==> src/bms_consts.vh <==
// constants for the boot mode select block
`ifndef BMS_CONSTS_VH
`define BMS_CONSTS_VH
`define BMS_MODE_NONE      3'h0
`define BMS_MODE_HOST      3'h1
`define BMS_MODE_LINK      3'h2
`define BMS_MODE_EPROM     3'h3
`define BMS_MODE_RSVD      3'h4
`define BMS_ADDR_CTRL      12'h000
`define BMS_ADDR_STATUS    12'h004
`define BMS_ADDR_STRAP     12'h008
`define BMS_ADDR_CYCLES    12'h00C
`define BMS_CTRL_MASTER    0
`define BMS_CTRL_CS        1
`define BMS_CTRL_RUN       2
`define BMS_CTRL_RESET     32'h00000000
`define BMS_ST_MODE_LSB    0
`define BMS_ST_LATCHED     4
`define BMS_ST_OE          5
`define BMS_ST_EXTMEM      6
`define BMS_ST_WIDTH8      7
`define BMS_ST_LINKPORT    8
`define BMS_EPROM_WIDTH    4'h8
`define BMS_ZERO32         32'h00000000
`endif

==> src/bms_decode.v <==
// strap decoder: three strap levels to boot mode code
`timescale 1ns/10ps
module bms_decode (
  eprom_boot_level,
  link_boot_level,
  boot_memory_select,
  mode
);
  `include "bms_consts.vh"
  input  wire       eprom_boot_level;
  input  wire       link_boot_level;
  input  wire       boot_memory_select;
  output reg  [2:0] mode;

  always @* begin
    mode = `BMS_MODE_RSVD;
    case ({eprom_boot_level, link_boot_level, boot_memory_select})
      3'h4, 3'h5: mode = `BMS_MODE_EPROM; // RL1
      3'h1:       mode = `BMS_MODE_HOST; // RL1
      3'h3:       mode = `BMS_MODE_LINK; // RL1
      3'h0:       mode = `BMS_MODE_NONE; // RL1
      default:    mode = `BMS_MODE_RSVD; // RL1
    endcase
  end
endmodule

==> src/bms_top.v <==
// boot mode select for the shared-strap processors, with apb status and control
// Summary of operation
// RL1: decode eprom, link, select straps into mode
// RL2: eprom mode drives select pin as chip select
// RL3: select sampled low means no boot, external memory; here only with the eprom and link straps both low
// RL4: only the bus master drives the select output
// RL5: select pin tristatable only in eprom mode
// RL6: system hardwires the select strap level
// RL7: active low reset at power-up gives known state
// RL8: one instruction per input clock cycle
// RL9: input clock never stops or changes rate
// RL10: eprom strap high boots from 8-bit eprom; here only with the link strap low, both high decode as reserved
// RL11: link strap high boots through link port; here only with eprom strap low and select high, else reserved
// RL12: straps sampled in reset, mode held afterward; here sampled at the first pclk edge after reset release
//
// Implementation choices: the APB register port and the register offsets.
`timescale 1ns/10ps
module bms_top (
  pclk,
  presetn,
  psel,
  penable,
  pwrite,
  paddr,
  pwdata,
  prdata,
  pready,
  pslverr,
  eprom_boot_strap,
  link_boot_strap,
  boot_memory_select_in,
  boot_memory_select_out,
  boot_memory_select_oe,
  boot_mode,
  boot_from_eprom,
  boot_from_link,
  boot_from_host,
  run_external,
  instr_step
);
  `include "bms_consts.vh"
  input  wire        pclk;
  input  wire        presetn;
  input  wire        psel;
  input  wire        penable;
  input  wire        pwrite;
  input  wire [11:0] paddr;
  input  wire [31:0] pwdata;
  output reg  [31:0] prdata;
  output reg         pready;
  output reg         pslverr;
  input  wire        eprom_boot_strap;
  input  wire        link_boot_strap;
  input  wire        boot_memory_select_in;
  output reg         boot_memory_select_out;
  output reg         boot_memory_select_oe;
  output reg  [2:0]  boot_mode;
  output reg         boot_from_eprom;
  output reg         boot_from_link;
  output reg         boot_from_host;
  output reg         run_external;
  output reg         instr_step;

  wire [2:0]  strap_mode;
  wire        access;
  wire        setup;
  wire        wr_ctrl;
  reg         latched;
  reg  [2:0]  strap_bits;
  reg  [31:0] ctrl;
  reg  [31:0] cycles;
  reg  [31:0] next_prdata;
  reg         next_slverr;
  reg         next_latched;
  reg  [2:0]  next_boot_mode;
  reg  [2:0]  next_strap_bits;
  reg  [31:0] next_ctrl;
  reg  [31:0] next_cycles;
  reg         pin_drive;
  reg         run_enable;

  function is_eprom;
    input [2:0] m;
    begin
      is_eprom = (m == `BMS_MODE_EPROM);
    end
  endfunction

  function mode_is;
    input [2:0] m;
    input [2:0] code;
    begin
      mode_is = (m == code);
    end
  endfunction

  bms_decode u_decode (
    .eprom_boot_level   (eprom_boot_strap),
    .link_boot_level    (link_boot_strap),
    .boot_memory_select (boot_memory_select_in),
    .mode               (strap_mode)
  );

  assign access  = psel & penable;
  assign setup   = psel & ~penable;
  assign wr_ctrl = access & pwrite & (paddr == `BMS_ADDR_CTRL);

  // the async clear may only load constants, so the straps are taken at the
  // first edge after release and then frozen until the next reset
  always @* begin
    next_latched    = latched;
    next_boot_mode  = boot_mode;
    next_strap_bits = strap_bits;
    if (!latched) begin
      next_latched    = 1'b1; // RL12
      next_boot_mode  = strap_mode; // RL12
      next_strap_bits = {eprom_boot_strap, link_boot_strap, boot_memory_select_in};
    end
  end

  always @(posedge pclk or negedge presetn) begin
    if (!presetn) begin
      latched <= 1'b0; // RL7
    end else begin
      latched <= next_latched;
    end
  end

  always @(posedge pclk or negedge presetn) begin
    if (!presetn) begin
      boot_mode <= `BMS_MODE_NONE; // RL7
    end else begin
      boot_mode <= next_boot_mode;
    end
  end

  always @(posedge pclk or negedge presetn) begin
    if (!presetn) begin
      strap_bits <= `BMS_MODE_NONE;
    end else begin
      strap_bits <= next_strap_bits;
    end
  end

  always @(posedge pclk or negedge presetn) begin
    if (!presetn) begin
      boot_from_eprom <= 1'b0;
    end else begin
      boot_from_eprom <= latched & is_eprom(boot_mode); // RL10
    end
  end

  always @(posedge pclk or negedge presetn) begin
    if (!presetn) begin
      boot_from_link <= 1'b0;
    end else begin
      boot_from_link <= latched & mode_is(boot_mode, `BMS_MODE_LINK); // RL11
    end
  end

  always @(posedge pclk or negedge presetn) begin
    if (!presetn) begin
      boot_from_host <= 1'b0;
    end else begin
      boot_from_host <= latched & mode_is(boot_mode, `BMS_MODE_HOST); // RL1
    end
  end

  always @(posedge pclk or negedge presetn) begin
    if (!presetn) begin
      run_external <= 1'b0;
    end else begin
      run_external <= latched & mode_is(boot_mode, `BMS_MODE_NONE); // RL3
    end
  end

  // pin is driven only in eprom mode and only by the current bus master
  always @* begin
    pin_drive = latched & is_eprom(boot_mode) & ctrl[`BMS_CTRL_MASTER]; // RL4
  end

  always @(posedge pclk or negedge presetn) begin
    if (!presetn) begin
      boot_memory_select_oe <= 1'b0;
    end else begin
      boot_memory_select_oe <= pin_drive; // RL5
    end
  end

  // idles high so an enabled driver never glitches the eprom select on
  always @(posedge pclk or negedge presetn) begin
    if (!presetn) begin
      boot_memory_select_out <= 1'b1;
    end else begin
      boot_memory_select_out <= ~ctrl[`BMS_CTRL_CS]; // RL2
    end
  end

  // one step per pclk while running: the core clock and the instruction rate are one
  always @* begin
    run_enable  = latched & ctrl[`BMS_CTRL_RUN];
    next_cycles = cycles;
    if (run_enable) begin
      next_cycles = cycles + 32'h00000001; // RL8
    end
  end

  always @(posedge pclk or negedge presetn) begin
    if (!presetn) begin
      instr_step <= 1'b0;
    end else begin
      instr_step <= run_enable; // RL8
    end
  end

  // the counter wraps silently; software must read it often enough
  always @(posedge pclk or negedge presetn) begin
    if (!presetn) begin
      cycles <= `BMS_ZERO32;
    end else begin
      cycles <= next_cycles;
    end
  end

  always @* begin
    next_ctrl = ctrl;
    if (wr_ctrl) begin
      next_ctrl = {29'h00000000, pwdata[2:0]};
    end
  end

  always @(posedge pclk or negedge presetn) begin
    if (!presetn) begin
      ctrl <= `BMS_CTRL_RESET;
    end else begin
      ctrl <= next_ctrl;
    end
  end

  always @* begin
    next_prdata = `BMS_ZERO32;
    next_slverr = 1'b0;
    case (paddr)
      `BMS_ADDR_CTRL: begin
        next_prdata = ctrl;
      end
      `BMS_ADDR_STATUS: begin
        next_prdata[`BMS_ST_MODE_LSB+2:`BMS_ST_MODE_LSB] = boot_mode;
        next_prdata[`BMS_ST_LATCHED]  = latched;
        next_prdata[`BMS_ST_OE]       = boot_memory_select_oe;
        next_prdata[`BMS_ST_EXTMEM]   = run_external;
        next_prdata[`BMS_ST_WIDTH8]   = boot_from_eprom;
        next_prdata[`BMS_ST_LINKPORT] = boot_from_link;
      end
      `BMS_ADDR_STRAP: begin
        next_prdata[2:0] = strap_bits;
      end
      `BMS_ADDR_CYCLES: begin
        next_prdata = cycles;
      end
      default: begin
        next_slverr = 1'b1;
      end
    endcase
  end

  // answer is registered at the setup edge, so pready stands in the first access cycle
  always @(posedge pclk or negedge presetn) begin
    if (!presetn) begin
      pready <= 1'b0;
    end else begin
      pready <= setup;
    end
  end

  always @(posedge pclk or negedge presetn) begin
    if (!presetn) begin
      pslverr <= 1'b0;
    end else begin
      pslverr <= setup & next_slverr;
    end
  end

  // read data is zero outside the answer cycle so stale words never leak
  always @(posedge pclk or negedge presetn) begin
    if (!presetn) begin
      prdata <= `BMS_ZERO32;
    end else if (setup & ~pwrite) begin
      prdata <= next_prdata;
    end else begin
      prdata <= `BMS_ZERO32;
    end
  end
endmodule

==> config.mk <==
export PLATFORM = sky130hd
export DESIGN_NAME = bms_top
export DESIGN_NICKNAME = d
export VERILOG_FILES = /design/src/bms_decode.v /design/src/bms_top.v
export VERILOG_INCLUDE_DIRS = /design/src /design/src/src
export SDC_FILE = /design/constraint.sdc
export NUM_CORES = 1
export LEC_CHECK = 0
export ABC_AREA = 1
export BUFFER_PORTS_ARGS = -buffer_cell sky130_fd_sc_hd__buf_2
export CORE_UTILIZATION = 53
export DETAILED_ROUTE_END_ITERATION = 12
export PLACE_DENSITY_LB_ADDON = 0.1
export RECOVER_POWER = 100
export SETUP_SLACK_MARGIN = 0.15
export SLEW_MARGIN = 0
export SYNTH_ARGS = -nofsm -noshare
export SYNTH_HDL_FRONTEND = slang
export SYNTH_HIERARCHICAL = 1
export SYNTH_SLANG_ARGS = --single-unit
export TNS_END_PERCENT = 50
==> constraint.sdc <==
create_clock -name pclk -period 1.6 [get_ports pclk]
set_input_delay 0.08 -clock pclk [delete_from_list [all_inputs] [get_ports pclk]]
set_output_delay 0.08 -clock pclk [all_outputs]
set_load 0.05 [all_outputs]
# Word-level counts from Yosys, hierarchy flattened
# Cells that the tools add are included.
word_totals:
  reg_bits: 83
  input_bits: 52
  out_inout_bits: 44
  elab_cells: 53
classes:
  add_sub_neg: 1
  n_eq_ne: 10
  muxes: 7
  bitwise_logic: 15
  n_reduce_logical: 5
op_table:
  columns: ["op", "n"]
  rows:
  - ["$add A32 B1 Y32 const B", 1]
  - ["$mux W32", 1]
  - ["$eq A12 B4 Y1 const B", 2]
  - ["$pmux W3 S4", 2]
  - ["$mux W23", 1]
  - ["$and A1 B1 Y1", 12]
  - ["$eq A12 B3 Y1 const B", 1]
  - ["$logic_not A12 Y1", 1]
  - ["$pmux W5 S2", 1]
  - ["$eq A3 B2 Y1 const B", 3]
  - ["$eq A3 B1 Y1 const B", 2]
  - ["$eq A3 B3 Y1 const B", 2]
  - ["$logic_not A3 Y1", 2]
  - ["$reduce_or A4 Y1", 1]
  - ["$not A1 Y1", 3]
  - ["$mux W1", 2]
  - ["$reduce_or A2 Y1", 1]

# Depth between registers and ports, before layout
# Gate-level depths: netlist of run 1.
depth:
  word_depth: 4
  mapped_depth: 10
  ltp_nobuf: 9

# By module
# The synthesis of run 1 kept the hierarchy.
by_module_without_submodules:
  columns: ["mod", "n_inst", "cells_each", "area_each_um2", "seq_area_each_um2"]
  rows:
  - ["bms_top", 1, 424, 3787.4, 2078.2]
  - ["bms_decode", 1, 8, 36.3, 0.0]

# Worst setup path after synthesis of run 1
# OpenSTA, ideal clock, no wires.
synth_path:
  kind: "flip-flop to flip-flop"
  start: "register cycles[1]"
  end: "register cycles[16]"
  setup_time_ns: 0.122
  arrival_time_ns: 1.211
  required_time_ns: 1.478
  slack_ns: 0.268
  stages_incl_launch_ff: 8
  n_path_buf: 0
  period_less_slack_ns: 1.332
  path_cell_list: "dfrtp_1 ha_1 inv_1 nor2_4 nand4_4 nor2_8 nand2_2 xor2_1"
synth_via:
  elab_chain_cells: 1
synth_lines:
  columns: ["element", "line_no", "text"]
  rows:
  - ["start, declared", "bms_top.v:71", "reg [31:0] cycles;"]
  - ["start signal, assigned", "bms_top.v:219", "cycles <= `BMS_ZERO32;"]
  - ["start signal, assigned", "bms_top.v:221", "cycles <= next_cycles;"]
  - ["$add A32 B1 Y32", "bms_top.v:204", "next_cycles = cycles + 32'h00000001;"]
# Every way passes these cells.
# A chain may end at the register's enable or synchronous reset.

# Worst setup path after layout of run 1
layout_path:
  start: "register cycles[14]"
  end: "register cycles[30]"
# The elaborated chain is that of the path after synthesis.

==> results of run 1 <==
==> cell type report <==
cell class / count / area (um2)
multi-input cells: 283 / 1490
clock inverters: 5 / 52.6
inverters: 56 / 215
flip-flops and latches: 83 / 2080
clock buffers: 11 / 141
fillers: 600 / 2230
well taps: 96 / 120
repair buffers: 97 / 546
==> stage by stage <==
step | hold slack (ns) | utilization | instance area, um2
2_1_floorplan | -0.216 | - | 3820
3_3_place_gp | -0.00535 | 0.626 | 4300
3_5_place_dp | -0.00358 | 0.626 | 4300
4_1_cts | 0.117 | 0.672 | 4610
5_1_grt | 0.151 | 0.676 | 4640
6_report | 0.145 | 0.676 | 4640
==> routing by layer <==
metal	vias to the layer above	GRT usage	wire length [um]
li1	1581	-	-
met1	1513	0.311	3710
met2	97	0.393	4090
met3	15	0.0379	361
met4	0	0.114	167
met5	-	0	0
==> power by group through the flow <==
| stage | Clock [mW] | Combinational, mW | Sequential, mW |
|---|---|---|---|
| final | 1.48 | 0.244 | 2.14 |
| after global routing | 1.59 | 0.273 | 2.14 |
| after CTS | 1.51 | 0.253 | 2.14 |
| after detailed placement | 0 | 0.235 | 2.18 |
| after global placement | 0 | 0.231 | 2.18 |
| after floorplan | 0 | 0.0651 | 2.23 |
==> placed cells by master, fill, tap and decap left out, types with 6 or more instances in the layout <==
master,count
a21oi_1,7
buf_4,14
inv_2,6
nor2_1,42
inv_1,47
nand3_1,25
clkbuf_1,47
buf_2,20
nor2_4,7
nor3_1,25
dfrtp_1,80
nand4_1,33
xor2_1,18
clkbuf_8,10
nand2_1,100
dlygate4sd3_1,10
==> final timing paths <==
kind                            start                      to  slack, ns  cells after the start
max                        cycles[14]              cycles[30]       0.13                      8
min                          paddr[3]               prdata[6]       0.14                      3
max reg2reg                cycles[14]              cycles[30]       0.13                      8
min reg2reg                   ctrl[1]  boot_memory_select_out       0.44                      1
max in group asynchronous     presetn  boot_memory_select_out       0.47                      3
min in group asynchronous     presetn               prdata[4]       0.28                      2
==> registers in the layout, indices dropped and copies added, names as in the netlist <==
name and flops:
cycles 32, prdata 32, boot_mode 3, ctrl 3
strap_bits 3, boot_from_eprom 1, boot_from_host 1, boot_from_link 1
boot_memory_select_oe 1, boot_memory_select_out 1, instr_step 1, latched 1
pready 1, pslverr 1, run_external 1
==> what timing repair did <==
action / in CTS / in global routing
pin swaps: 2 / 8
setup buffers: 2 / 10
endpoints found under the setup margin: 7 / 19
gates resized for setup: 1 / 17
hold endpoints to repair: 90 / 0
hold buffers: 10 / 0
==> worst reg2reg max path, delay by kind of cell (launching register included) <==
family                 cells  cell delay, ns
and+or+nand+nor            6            0.61
buffers and inverters      2            0.31
DFF                        1            0.43
==> kinds of logic (layout without fill, tap and decap cells) <==
logic type	Yosys count	after routing
AO/OA/AOI/OAI	11	11
buffers and inverters	66	169
other	1	1
AND/OR/NAND/NOR	249	249
flip-flops	83	83
adder cells (fa/ha/maj)	1	1
XOR/XNOR	21	21
==> flow_summary.json, run 1 <==
{
  "ios": 96,
  "place.gp.congestion": 0.885,
  "clkPwrFrac": 0.383,
  "vias": 3206,
  "seq_power_share": 0.554,
  "synth_commonest_cells": "99 x nand2_1, 82 x dfrtp_1, 50 x inv_1",
  "n_antenna_cell": 0,
  "critical_path_required_ns": 1.84,
  "synth_xor_area_frac": 0.0481,
  "dr.first_iter.drc_count": 239,
  "portBuffers": 66,
  "ys_seq_area_frac": 0.544,
  "setup_ws_ns": 0.127,
  "cts_max_level": 3,
  "ys_async_sr_fraction": 1.00,
  "finalCritPeriodShare": 0.921,
  "antenna_found_initial": 0,
  "ant_nets": 0,
  "ys_types": 31,
  "synth-compound-area-share": 0.0154,
  "hold_viol_final": 0,
  "wire_per_inst_um": 13.2,
  "synthToLayoutAreaGrowth_pct": 21.4,
  "pwr_density_cell_nw_per_um2": 833,
  "path_buf_inv": 2,
  "placementRows": 30,
  "yosys-top-cells-area": "dfrtp_1 54%, nand2_1 9.7%, nand4_1 5.4%, inv_1 4.9%, nor2_1 4.3%",
  "start_util": 0.557,
  "maxCapViolCount": 0,
  "clkTransAtPathRegs_ns": 0.08,
  "path_delay_family": "simple AND/OR/NAND/NOR gates",
  "grt_pass1_vias": 3055,
  "track_usage": 0.239,
  "muxShareOfSynthArea": 0,
  "ys_ff_latch": 83,
  "slew_violations": 0,
  "dp_cells": 593,
  "critical_path.most_common_cell": "nand2_1",
  "ir_drop_v": 0.000667,
  "cts_made_buffers": 9,
  "power_mw": 3.87,
  "synth_adder_area_share": 0.00327,
  "slowest_stage": "dfrtp_1",
  "post-route-drc-count": 0,
  "cts_sinks": 83,
  "clk_latency_ns": 0.35,
  "timing.setup.tns_ns": 0,
  "hold_class": "in -> reg",
  "avgSynthCellArea_um2": 8.85,
  "synth_top_family_by_area": "simple AND/OR/NAND/NOR gates",
  "fin_skew_ns": 0.00636,
  "coreArea_um2": 6870,
  "clock.fmax_ghz": 0.679,
  "final_cells": 631,
  "layout.nets": 583,
  "syn_inst": 432,
  "synth_flop_cell": "dfrtp_1",
  "grt_overflow": 0,
  "yosysMostFrequentCell": "nand2_1",
  "dp_hpwl_um": 5780,
  "path_max_fanout": 6,
  "critical_path.cell_chain": "nand2_1 > inv_1 > nand4_1 > nor2_1 > clkbuf_2 > nand3_1 > nand2_1 > nand2_1",
  "synth_top_area_frac": 0.537,
  "cp_slowest_stage_delay_ns": 0.43,
  "cts_root_buf": "clkbuf_8",
  "outcome": "complete, no violations",
  "p_switching_uw": 920,
  "yosysTopAreaCell": "dfrtp_1",
  "syn-num-nets": 485,
  "grt_max_degree": 46,
  "syn_area_um2": 3820,
  "yosys_warnings": 6,
  "relSlewSlack": 0.593,
  "drt-pass1-iter-count": 5,
  "grt_first_pass_wirelength_um": 13700,
  "worstSetupStartpointType": "flip-flop",
  "worstPathArrival_ns": 1.71,
  "synth_edf_count": 0,
  "finalCriticalPeriod_ns": 1.47,
  "dp_slack_ns": 0.131,
  "die-height_um": 86.9,
  "die_w_um": 86.9,
  "synth-simple-area-share": 0.316,
  "tightest_slew_ns": 0.614,
  "die-area_um2": 7560,
  "cts_buffer_depth": 2,
  "drive_gt1_frac": 0.164,
  "rsz0062_at_grt": "yes",
  "comb_power_share": 0.063,
  "p_sw_frac": 0.238,
  "crit_type": "reg -> reg",
  "setup_viol": 0,
  "cts_tree": "done",
  "intPower_mw": 2.95,
  "drt_wl_total_um": 8330,
  "power.leakage_nw": 2.29,
  "avgViaCountPerCell": 5.08,
  "critPathCaptureType": "flip-flop"
}
(Power assumes the default switching activity.)
==> run 2: changes to the inputs <==
Settings changed: REMOVE_ABC_BUFFERS set to 1.
==> flow_summary.json, run 2 (synthesized netlist as in run 1, its figures left out) <==
{
  "min_to": "prdata[7]",
  "place.gp.congestion": 0.817,
  "worstHoldPathCells": 3,
  "drive_gt1_frac": 0.160,
  "track_usage": 0.241,
  "grt_first_pass_wirelength_um": 13900,
  "antenna_found_initial": 0,
  "n_antenna_cell": 0,
  "synthToLayoutAreaGrowth_pct": 21.8,
  "hp-start": "paddr[3]",
  "fin_skew_ns": 0.0132,
  "avgViaCountPerCell": 5.04,
  "path_max_fanout": 4,
  "ir_drop_v": 0.000636,
  "clkTransAtPathRegs_ns": 0.08,
  "r2r_cells": 7,
  "portBuffers": 66,
  "die_w_um": 86.9,
  "drt_wl_total_um": 8210,
  "worstPathArrival_ns": 1.70,
  "slew_violations": 0,
  "grt_max_degree": 41,
  "path_buf_inv": 1,
  "tightest_slew_ns": 0.976,
  "outcome": "complete, no violations",
  "whs_ns": 0.146,
  "final_area_um2": 4660,
  "cts_max_level": 3,
  "cp_slowest_stage_delay_ns": 0.39,
  "layout.nets": 585,
  "dpl_cell_area_um2": 4310,
  "rsz0062_at_grt": "yes",
  "dr.first_iter.drc_count": 182,
  "dp_slack_ns": 0.128,
  "layout_commonest_cell": "nand2_1",
  "cts_root_buf": "clkbuf_8",
  "placementRows": 30,
  "cts_buffer_depth": 2,
  "cts_made_buffers": 9,
  "drt-pass1-iter-count": 4,
  "critical_path_required_ns": 1.84,
  "fillCellCount": 585,
  "crit_type": "reg -> reg",
  "pwr_density_cell_nw_per_um2": 866,
  "die-area_um2": 7560,
  "start_util": 0.557,
  "coreArea_um2": 6870,
  "dp_cells": 595,
  "rr_startpoint": "cycles[0]",
  "die-height_um": 86.9,
  "finalCriticalPeriod_ns": 1.46,
  "cp-startpoint": "cycles[0]",
  "critical_path.most_common_cell": "nor2_4",
  "path_delay_family": "simple AND/OR/NAND/NOR gates",
  "worstSetupStartpointType": "flip-flop",
  "reg_top3": "cycles (32), prdata (32)",
  "rrSetupSlack_ns": 0.14,
  "critPathCaptureType": "flip-flop",
  "ant_nets": 0,
  "cts_tree": "done",
  "relSlewSlack": 0.350,
  "timing.setup.tns_ns": 0,
  "setup_ws_ns": 0.140,
  "maxCapViolCount": 0,
  "hold_viol_final": 0,
  "ios": 96,
  "grt_pass1_vias": 3109,
  "final_cells": 633,
  "vias": 3188,
  "cts_sinks": 83,
  "r2r_end": "cycles[20]",
  "dp_hpwl_um": 5750,
  "post-route-drc-count": 0,
  "clk_latency_ns": 0.35,
  "power.leakage_nw": 2.30,
  "setup_viol": 0,
  "mostFrequentLayoutCells": "101 x nand2_1, 79 x dfrtp_1, 50 x inv_1",
  "wire_per_inst_um": 13.0,
  "finalCritPeriodShare": 0.913,
  "slowest_stage": "dfrtp_1",
  "grt_overflow": 0,
  "critical_path.cell_chain": "ha_1 > inv_1 > nor2_4 > nand4_4 > nor2_4 > nand2_2 > xor2_1",
  "clock.fmax_ghz": 0.685,
  "hold_class": "in -> reg"
}
## run 2: worst register-to-register path: cells and delay by family, from the launching register on
| family | cells | cell delay, ns |
|---|---|---|
| xor gates and xnor gates | 1 | 0.14 |
| adders and majority gates | 1 | 0.18 |
| buffers and inverters | 1 | 0.08 |
| DFF | 1 | 0.39 |
| and+or+nand+nor | 4 | 0.58 |
## run 2: cell type report
cell class,instances,area [um2],share of cell area
Clock inverter,4,73.8,0.0159
Clock buffer,12,145,0.0312
Sequential cell,83,2080,0.447
Multi-Input combinational cell,283,1480,0.318
Inverter,56,213,0.0457
Tap cell,96,120,0.0258
Timing Repair Buffer,99,542,0.116
## run 2: power by group
group          internal, mW  switching [mW]  total [mW]  leakage, nW
combinational        0.0661           0.174       0.240         1.06
clock                 0.927           0.725        1.65        0.111
sequential             2.12          0.0211        2.14         1.13
total                  3.11           0.920        4.03         2.30
## run 2: worst max-delay path by stage
stage | to | slack (ns) | cells past startpoint
after global placement | cycles[20] | 0.15 | 7
after global routing | cycles[28] | 0.04 | 8
after detailed placement | cycles[16] | 0.13 | 6
after floorplan | cycles[16] | 0.27 | 7
after CTS | cycles[21] | 0.15 | 6
final | cycles[20] | 0.14 | 7
## run 2: stage by stage
| stage | util | power (mW) |
|---|---|---|
| floorplan | - | 2.29 |
| global placement | 0.627 | 2.41 |
| detailed placement | 0.627 | 2.42 |
| CTS | 0.679 | 4.09 |
| global route | 0.678 | 4.17 |
| finish | 0.678 | 4.03 |
## run 2: per-layer routing
layer	global-route usage	vias to the layer above	wire length, um
met2	0.420	82	4300
li1	-	1584	-
met5	0	-	0
met3	0.0351	18	286
met4	0.124	0	210
met1	0.291	1504	3410
## run 2: what timing repair did
| action | CTS | global route |
|---|---|---|
| endpoints found under the setup margin | 7 | 17 |
| pin swaps | 2 | 6 |
| endpoints found under the hold margin | 45 | 0 |
| gates resized for setup | 2 | 10 |
| setup buffers | 4 | 8 |
| hold buffers | 10 | 0 |
